==> config.mk <==
export PLATFORM = sky130hd
export DESIGN_NAME = supply_reset_watchdog_supervisor
export DESIGN_NICKNAME = d
export VERILOG_FILES = /design/src/supervisor_pkg.sv /design/src/rail_filter.sv /design/src/supply_reset_watchdog_supervisor.sv
export SDC_FILE = /design/constraint.sdc
export NUM_CORES = 1
export LEC_CHECK = 0
export BUFFER_PORTS_ARGS = -buffer_cell sky130_fd_sc_hd__buf_2
export CORE_ASPECT_RATIO = 1.25
export CORE_UTILIZATION = 47
export CTS_BUF_LIST = sky130_fd_sc_hd__clkbuf_8
export DETAILED_ROUTE_END_ITERATION = 6
export GPL_TIMING_DRIVEN = 0
export HOLD_SLACK_MARGIN = 0.03
export PLACE_DENSITY = 0.66
export SYNTH_ARGS = -nofsm -noshare
export SYNTH_HDL_FRONTEND = slang
export SYNTH_SLANG_ARGS = --single-unit
==> constraint.sdc <==
create_clock -name CLOCK -period 2.34 [get_ports CLOCK]
set_clock_uncertainty 0.05 [all_clocks]
set_input_delay 0.351 -clock CLOCK [delete_from_list [all_inputs] [get_ports CLOCK]]
set_output_delay 0.351 -clock CLOCK [all_outputs]
set_load 0.005 [all_outputs]
==> src/supervisor_pkg.sv <==
// Purpose: Shared constants for the supply reset and watchdog supervisor
// Assumes: 100 MHz system clock, six monitored rails
// Notes:   Periods are cycle counts standing in for timing capacitors
package supervisor_pkg;
  localparam int unsigned CLK_MHZ         = 100;
  localparam int unsigned RAIL_COUNT      = 6;
  localparam int unsigned CFG_W           = 4;
  localparam int unsigned CNT_W           = 32;
  localparam int unsigned FILT_W          = 4;
  localparam logic [3:0]  FILT_CYCLES     = 4'h8;
  localparam int unsigned KICK_MIN_US     = 2;
  localparam int unsigned KICK_MIN_CYCLES = KICK_MIN_US * CLK_MHZ;
  localparam logic [31:0] HOLD_CYCLES_DEF = 32'h0001_86A0;
  localparam logic [31:0] DOG_CYCLES_DEF  = 32'h000F_4240;
  localparam logic [31:0] CNT_ZERO        = 32'h0000_0000;

  typedef enum logic [1:0]
  {
    ST_LOW  = 2'b00,
    ST_HOLD = 2'b01,
    ST_RUN  = 2'b11
  } sup_state_t;
endpackage

==> src/rail_filter.sv <==
// Purpose: Glitch filter for one synchronised supply-low indication
// Assumes: Input already synchronised to CLOCK
// Notes:   Output changes only after FILT_CYCLES of steady input
`timescale 1ns/1ps
module rail_filter
  import supervisor_pkg::*;
(
  input  wire logic clk,
  input  wire logic rst_n,
  input  wire logic raw_low,
  output logic      filt_low
);
  logic [FILT_W-1:0] cnt_q;
  logic [FILT_W-1:0] cnt_d;
  logic              out_q;
  logic              out_d;

  always_comb
  begin
    cnt_d = cnt_q;
    out_d = out_q;
    if (raw_low == out_q)
    begin
      cnt_d = '0;
    end
    else if (cnt_q == FILT_CYCLES - 4'h1)
    begin
      out_d = raw_low;
      cnt_d = '0;
    end
    else
    begin
      cnt_d = cnt_q + 4'h1;
    end
  end

  always_ff @(posedge clk or negedge rst_n)
  begin
    if (!rst_n)
    begin
      cnt_q <= '0;
      out_q <= 1'b1;
    end
    else
    begin
      cnt_q <= cnt_d;
      out_q <= out_d;
    end
  end

  assign filt_low = out_q;
endmodule // rail_filter

==> src/supply_reset_watchdog_supervisor.sv <==
// Purpose: Reset hold and watchdog supervision for a multi-rail monitor
// Assumes: Comparator outputs, kick and its high-z qualifier arrive as pins
// Notes:   Capacitor periods become cycle counts on the system clock
`timescale 1ns/1ps
// What this block does
// - Any rail low: reset output low, expiry flag forced high.
// - Rail low disables both timers and clears their counters.
// - Rails good: hold timer runs, reset stays low until it ends.
// - Watchdog counts after reset release; a kick edge restarts it unless expiry falls in the same cycle.
// - Timeout latches expiry flag low until rail low or valid kick.
// - Timeout asserts reset for one hold period, then releases it.
// - Kicks are ignored while reset is held and cannot clear the flag.
// - After release, a kick edge clears a latched-low expiry flag unless expiry falls in the same cycle.
// - High-impedance kick disables watchdog, clears count, keeps flag.
// - Latched flag without kicks makes hold and watchdog alternate.
// - Watchdog period pin grounded stops the watchdog timer; kick edges still clear the flag.
// - Any single rail low, even a pushbutton, runs the full reset.
// - One four-bit input picks one of sixteen threshold configurations.
// - Supply-low indications are glitch filtered before use.
// - High-z to driven kick starts the watchdog without clearing flag.
module supply_reset_watchdog_supervisor
  import supervisor_pkg::*;
#(
  parameter logic [31:0] HOLD_CYCLES = HOLD_CYCLES_DEF,
  parameter logic [31:0] DOG_CYCLES  = DOG_CYCLES_DEF
)
(
  input  wire logic                  CLOCK,
  input  wire logic                  RSTN,
  input  wire logic [RAIL_COUNT-1:0] SUPPLY_LOW,
  input  wire logic [CFG_W-1:0]      THRESH_SEL,
  input  wire logic                  KICK_INPUT,
  input  wire logic                  KICK_HIGHZ,
  input  wire logic                  DOG_PERIOD_CAP_PIN_GND,
  output logic [CFG_W-1:0]           THRESH_CFG,
  output logic                       RESET_N,
  output logic                       DOG_EXPIRED_N
);
  logic [RAIL_COUNT-1:0] low_s1_q;
  logic [RAIL_COUNT-1:0] low_s2_q;
  logic [RAIL_COUNT-1:0] low_filt;
  logic [2:0]            kick_s1_q;
  logic [2:0]            kick_s2_q;
  logic [CFG_W-1:0]      cfg_s1_q;
  logic                  kick_prev_q;
  logic                  hz_prev_q;
  logic                  supply_low;
  logic                  kick_edge;
  logic                  wd_off;
  sup_state_t            state_q;
  sup_state_t            state_d;
  logic [CNT_W-1:0]      cnt_q;
  logic [CNT_W-1:0]      cnt_d;
  logic                  exp_n_q;
  logic                  exp_n_d;
  logic                  rst_n_q;
  logic                  rst_n_d;
  logic [CFG_W-1:0]      cfg_q;

  // Counter step and end test are shared by the hold and the watchdog timer
  function automatic logic [CNT_W-1:0] count_up(input logic [CNT_W-1:0] cnt);
    count_up = cnt + 32'h0000_0001;
  endfunction

  // A period of zero wraps to the largest count, so periods must be one or more
  function automatic logic period_done
  (
    input logic [CNT_W-1:0] cnt,
    input logic [CNT_W-1:0] period
  );
    period_done = (cnt >= period - 32'h0000_0001);
  endfunction

  // Two flops on every pin before any logic sees it
  always_ff @(posedge CLOCK or negedge RSTN)
  begin
    if (!RSTN)
    begin
      // Rails read as low until seen good, so nothing runs straight out of reset
      low_s1_q  <= '1;
      low_s2_q  <= '1;
      kick_s1_q <= 3'b010;
      kick_s2_q <= 3'b010;
    end
    else
    begin
      low_s1_q  <= SUPPLY_LOW;
      low_s2_q  <= low_s1_q;
      kick_s1_q <= {DOG_PERIOD_CAP_PIN_GND, KICK_HIGHZ, KICK_INPUT};
      kick_s2_q <= kick_s1_q;
    end
  end

  genvar g;
  generate
    for (g = 0; g < RAIL_COUNT; g++)
    begin : g_filt
      rail_filter u_filt
      (
        .clk      (CLOCK),
        .rst_n    (RSTN),
        .raw_low  (low_s2_q[g]),
        .filt_low (low_filt[g])
      );
    end
  endgenerate

  assign supply_low = |low_filt;
  assign wd_off     = kick_s2_q[1] | kick_s2_q[2];
  // hz_prev_q resets high, so the first samples after reset are never a kick
  // Edge only between two driven levels; leaving high-z is no kick
  assign kick_edge  = !kick_s2_q[1] && !hz_prev_q
                      && (kick_s2_q[0] != kick_prev_q);

  // One next-state block for timer, reset output and flag; rail low is applied
  // last so it overrides hold, run and timeout alike
  always_comb
  begin
    state_d = state_q;
    cnt_d   = cnt_q;
    exp_n_d = exp_n_q;
    rst_n_d = 1'b0;
    unique case (state_q)
      ST_LOW:
      begin
        cnt_d = CNT_ZERO;
        if (!supply_low)
        begin
          state_d = ST_HOLD;
        end
      end
      ST_HOLD:
      begin
        // Kicks are ignored here so the flag survives one full hold
        if (period_done(cnt_q, HOLD_CYCLES))
        begin
          cnt_d   = CNT_ZERO;
          state_d = ST_RUN;
          rst_n_d = 1'b1;
        end
        else
        begin
          cnt_d = count_up(cnt_q);
        end
      end
      ST_RUN:
      begin
        rst_n_d = 1'b1;
        if (kick_edge)
        begin
          exp_n_d = 1'b1;
        end
        if (wd_off)
        begin
          cnt_d = CNT_ZERO;
        end
        else if (period_done(cnt_q, DOG_CYCLES))
        begin
          // Expiry and a kick in the same cycle: setting the flag wins
          cnt_d   = CNT_ZERO;
          exp_n_d = 1'b0;
          state_d = ST_HOLD;
          rst_n_d = 1'b0;
        end
        else if (kick_edge)
        begin
          cnt_d = CNT_ZERO;
        end
        else
        begin
          cnt_d = count_up(cnt_q);
        end
      end
      default:
      begin
        state_d = ST_LOW;
      end
    endcase
    // Rail low overrides everything
    if (supply_low)
    begin
      state_d = ST_LOW;
      cnt_d   = CNT_ZERO;
      exp_n_d = 1'b1;
      rst_n_d = 1'b0;
    end
  end

  always_ff @(posedge CLOCK or negedge RSTN)
  begin
    if (!RSTN)
    begin
      state_q     <= ST_LOW;
      cnt_q       <= CNT_ZERO;
      exp_n_q     <= 1'b1;
      rst_n_q     <= 1'b0;
      kick_prev_q <= 1'b0;
      hz_prev_q   <= 1'b1;
      cfg_s1_q    <= '0;
      cfg_q       <= '0;
    end
    else
    begin
      state_q     <= state_d;
      cnt_q       <= cnt_d;
      exp_n_q     <= exp_n_d;
      rst_n_q     <= rst_n_d;
      kick_prev_q <= kick_s2_q[0];
      hz_prev_q   <= kick_s2_q[1];
      // Threshold straps are pins too, so they pass the same two flops
      cfg_s1_q    <= THRESH_SEL;
      cfg_q       <= cfg_s1_q;
    end
  end

  assign THRESH_CFG    = cfg_q;
  assign RESET_N       = rst_n_q;
  assign DOG_EXPIRED_N = exp_n_q;
endmodule // supply_reset_watchdog_supervisor

==> flow_metrics.py <==
metrics = {
    "status": {
        "status": "complete, but fails checks",
        "violations": "design-rule violations",
    },
    "timing": {
        "setup_viol": 0,
        "rsz0062_at_grt": "true",
        "max_freq_ghz": 0.4329,
        "fin_tns_setup_ps": 0,
        "fin_crit_ps": 2310,
        "timing.final.hold_violations": 0,
        "drv_slew": 0,
        "worstMarginPinSlew_ps": 543.2,
        "fin_crit_sh": 0.9871,
        "max_slew_margin": 0.6351,
    },
    "grt": {
        "grt_antenna_before_repair": 0,
        "grt_pass1_vias": 2793,
        "grt_pass1_wl_um": 12480,
        "grtUsageTotal": 0.1794,
        "gr-total-overflow": 0,
        "grt_max_degree": 70,
    },
    "worst_setup_path": {
        "rr_worst_depth": 9,
        "r2r-start": "cnt_q[0]",
        "worstPathRequired_ps": 2530,
        "worstPathArrival_ps": 2500,
        "reg2reg_to": "cnt_q[0]",
        "cp-start-kind": "flip-flop",
        "crit_slowest_cell": "dfrtp_1",
        "max_stage_delay_ps": 390,
        "critPathCaptureType": "flip-flop",
        "cp_max_fo": 7,
        "rrSetupSlack_ps": 30,
        "path_class": "flip-flop to flip-flop",
        "path_cells": "ha_2 -> and4_4 -> nor3_2 -> nor4b_4 -> nor4b_4 -> buf_6 -> buf_4 -> or2_4 -> mux2_2",
        "crit_top_cell": "nor4b_4",
    },
    "worst_hold_path": {
        "min_path_type": "input pin to flip-flop",
        "min_from": "THRESH_SEL[3]",
        "min_to": "cfg_s1_q[3]",
        "hold_depth": 1,
    },
    "cells_and_area": {
        "syn_to_final_growth_pct": 18.78,
        "layout_common_cells": "dfrtp_1, nand2_1, nor2_1, dfstp_2, buf_2",
        "nFillCells": 669,
        "drive_above_1_share": 0.2297,
        "antenna_cells": 0,
        "finish.instance_area_sq_um": 4710,
        "final_common_cell": "dfrtp_1",
        "fin_nets": 435,
    },
    "route": {
        "drc": 6,
        "drt-total-wl_um": 7201,
        "via_count": 2803,
        "dr.first_iter.drc_count": 147,
        "viasPerCell": 5.443,
        "ant_nets": 0,
        "wl_per_cell_um": 13.98,
        "first_pass_iters": 6,
    },
    "yosys": {
        "synth.net_count": 384,
        "syn_area_per_cell_sq_um": 10.95,
        "synth_top_flop_cell": "dfrtp_1",
        "syn_area_sq_um": 3965,
        "yosys.area.top_type": "dfrtp_1",
        "synth.distinct_cells": 46,
        "synth_area_leaders": "dfrtp_1, dfstp_2, nand2_1",
        "yosysSeqAreaShare": 0.6002,
        "synth_top_cell_area_share": 0.4544,
        "yosys_warnings": 0,
        "postSynthCellCount": 362,
        "asyncSetResetFlopFracSynth": 1.000,
        "synth_edf_count": 0,
        "ys_ff_latch": 94,
    },
    "cts": {
        "root_buffer": "clkbuf_8",
        "clk_pin_slew_ps": 90,
        "cts_buffers": 9,
        "cts.path.max_buffers": 2,
        "cts_tree": "built",
        "cts_sinks": 94,
        "htreeDepth": 3,
        "insertion_delay_ps": 350,
    },
    "power": {
        "powerDensity_nw_per_um2": 929.2,
        "p_leak_uw": 0.002155,
        "vdd_drop_max_v": 0.0007739,
    },
    "placed_design": {
        "place.gp.congestion": 0.8338,
        "hpwl_um": 4718,
        "dpl-instance-area_sq_um": 4217,
        "io_buffers": 20,
    },
    "floorplanning": {
        "fp.coreArea_sq_um": 8194,
        "die_w_um": 84.15,
        "fp.dieH_um": 104.7,
        "pin_count": 21,
        "start_util": 0.4839,
        "dieArea_sq_um": 8810,
        "num_rows": 37,
    },
    "flow_run": {
        "maxCapViolations": 0,
    },
}
[cell families (layout without fill, tap and decap cells)]
kind of cell	after synthesis	count (layout)	synth area share
buf+inv	20	76	0.02114
flops	94	94	0.6002
fa+ha+maj	7	7	0.02209
compound gates	49	49	0.07857
simple gates	168	168	0.2206
xor+xnor	17	17	0.03755
mux	7	7	0.01988
[worst max-delay path, delay by kind of cell (launching register included)]
family / cells / cell delay (ps)
DFF: 1 / 390
and+or+nand+nor: 5 / 1000
muxes: 1 / 260
adders and majority gates: 1 / 220
buffers and inverters: 2 / 280
[per-stage QoR]
stage | total power (uW) | hold WS [ps] | utilization | instances | worst slack [ps]
final | 4376 | 55.80 | 0.5747 | 515 | 30.10
after global routing | 4670 | 30.70 | 0.5747 | 515 | -82.38
after CTS | 4349 | 32.13 | 0.5624 | 511 | 11.54
after detailed placement | 3143 | 234.7 | 0.5146 | 480 | -327.0
after global placement | 3110 | 282.2 | 0.5109 | 479 | -350.2
after floorplan | 2834 | 5.409 | - | 362 | 22.51
[routing by layer]
layer,GRT usage,share of wire
met5,0,0
met3,0.04265,0.031
met4,0.07635,0.017
met2,0.2980,0.49
met1,0.2236,0.46
[power by group]
part | internal, uW | switching [uW] | leakage, uW | total [uW]
registers | 1880 | 166 | 0.00119 | 2050
clock network | 504 | 560 | 0.000109 | 1060
logic | 545 | 716 | 0.000860 | 1260
[cell usage after synthesis, types with 5 or more instances]
cell and count:
dfrtp_1 72, a21oi_1 8, nand3_1 16, nor4_1 7
clkbuf_1 14, o21ai_0 5, xnor2_1 15, o211ai_1 9
nand4_1 7, nand2_1 40, nor2_1 34, dfstp_2 22
mux2_2 7, nor3_1 22, o21ai_1 10, and3_1 14
ha_1 7, o22ai_1 5, nor2b_1 12
[flip-flops by register name (all words and copies together), names as in the netlist, 2 cells and up]
signal and count:
cfg_s1_q 4, low_s2_q 6, cnt_q 32, low_s1_q 6, kick_s1_q 3, g_filt.u_filt.cnt_q 24, THRESH_CFG 4, g_filt.u_filt.filt_low 6
state_q 2, kick_s2_q 3
[timing repair]
| item | 4_1_cts | 5_1_grt |
|---|---|---|
| setup buffers | 6 | 4 |
| cloned | 0 | 1 |
| hold buffers | 10 | 1 |
| setup endpoints to repair | 20 | 16 |
| hold endpoints to repair | 27 | 1 |
| resized for setup | 8 | 13 |
| pin swaps | 4 | 6 |
[final cells by class]
class / instances / area (sq um) / share of cell area
clock inverter: 7 / 75.07 / 0.01594
multi-input combinational: 248 / 1584 / 0.3363
clock buffer: 9 / 123.9 / 0.02630
timing repair buffer: 42 / 340.3 / 0.07226
buffer: 16 / 77.57 / 0.01647
tap: 97 / 121.4 / 0.02577
sequential: 94 / 2380 / 0.5053
inverter: 2 / 7.507 / 0.001594
[how the worst max path moves through the flow]
stage	from	end	slack, ps	cells past startpoint
floorplan	cnt_q[0]	cnt_q[7]	20	8
global route	cnt_q[0]	cnt_q[0]	-80	9
CTS	cnt_q[0]	cnt_q[0]	10	9
detailed placement	cnt_q[0]	cnt_q[8]	-330	8
global placement	cnt_q[0]	cnt_q[8]	-350	8
finish	cnt_q[0]	cnt_q[0]	30	9
No activity file was read; power rests on OpenSTA's default activity.
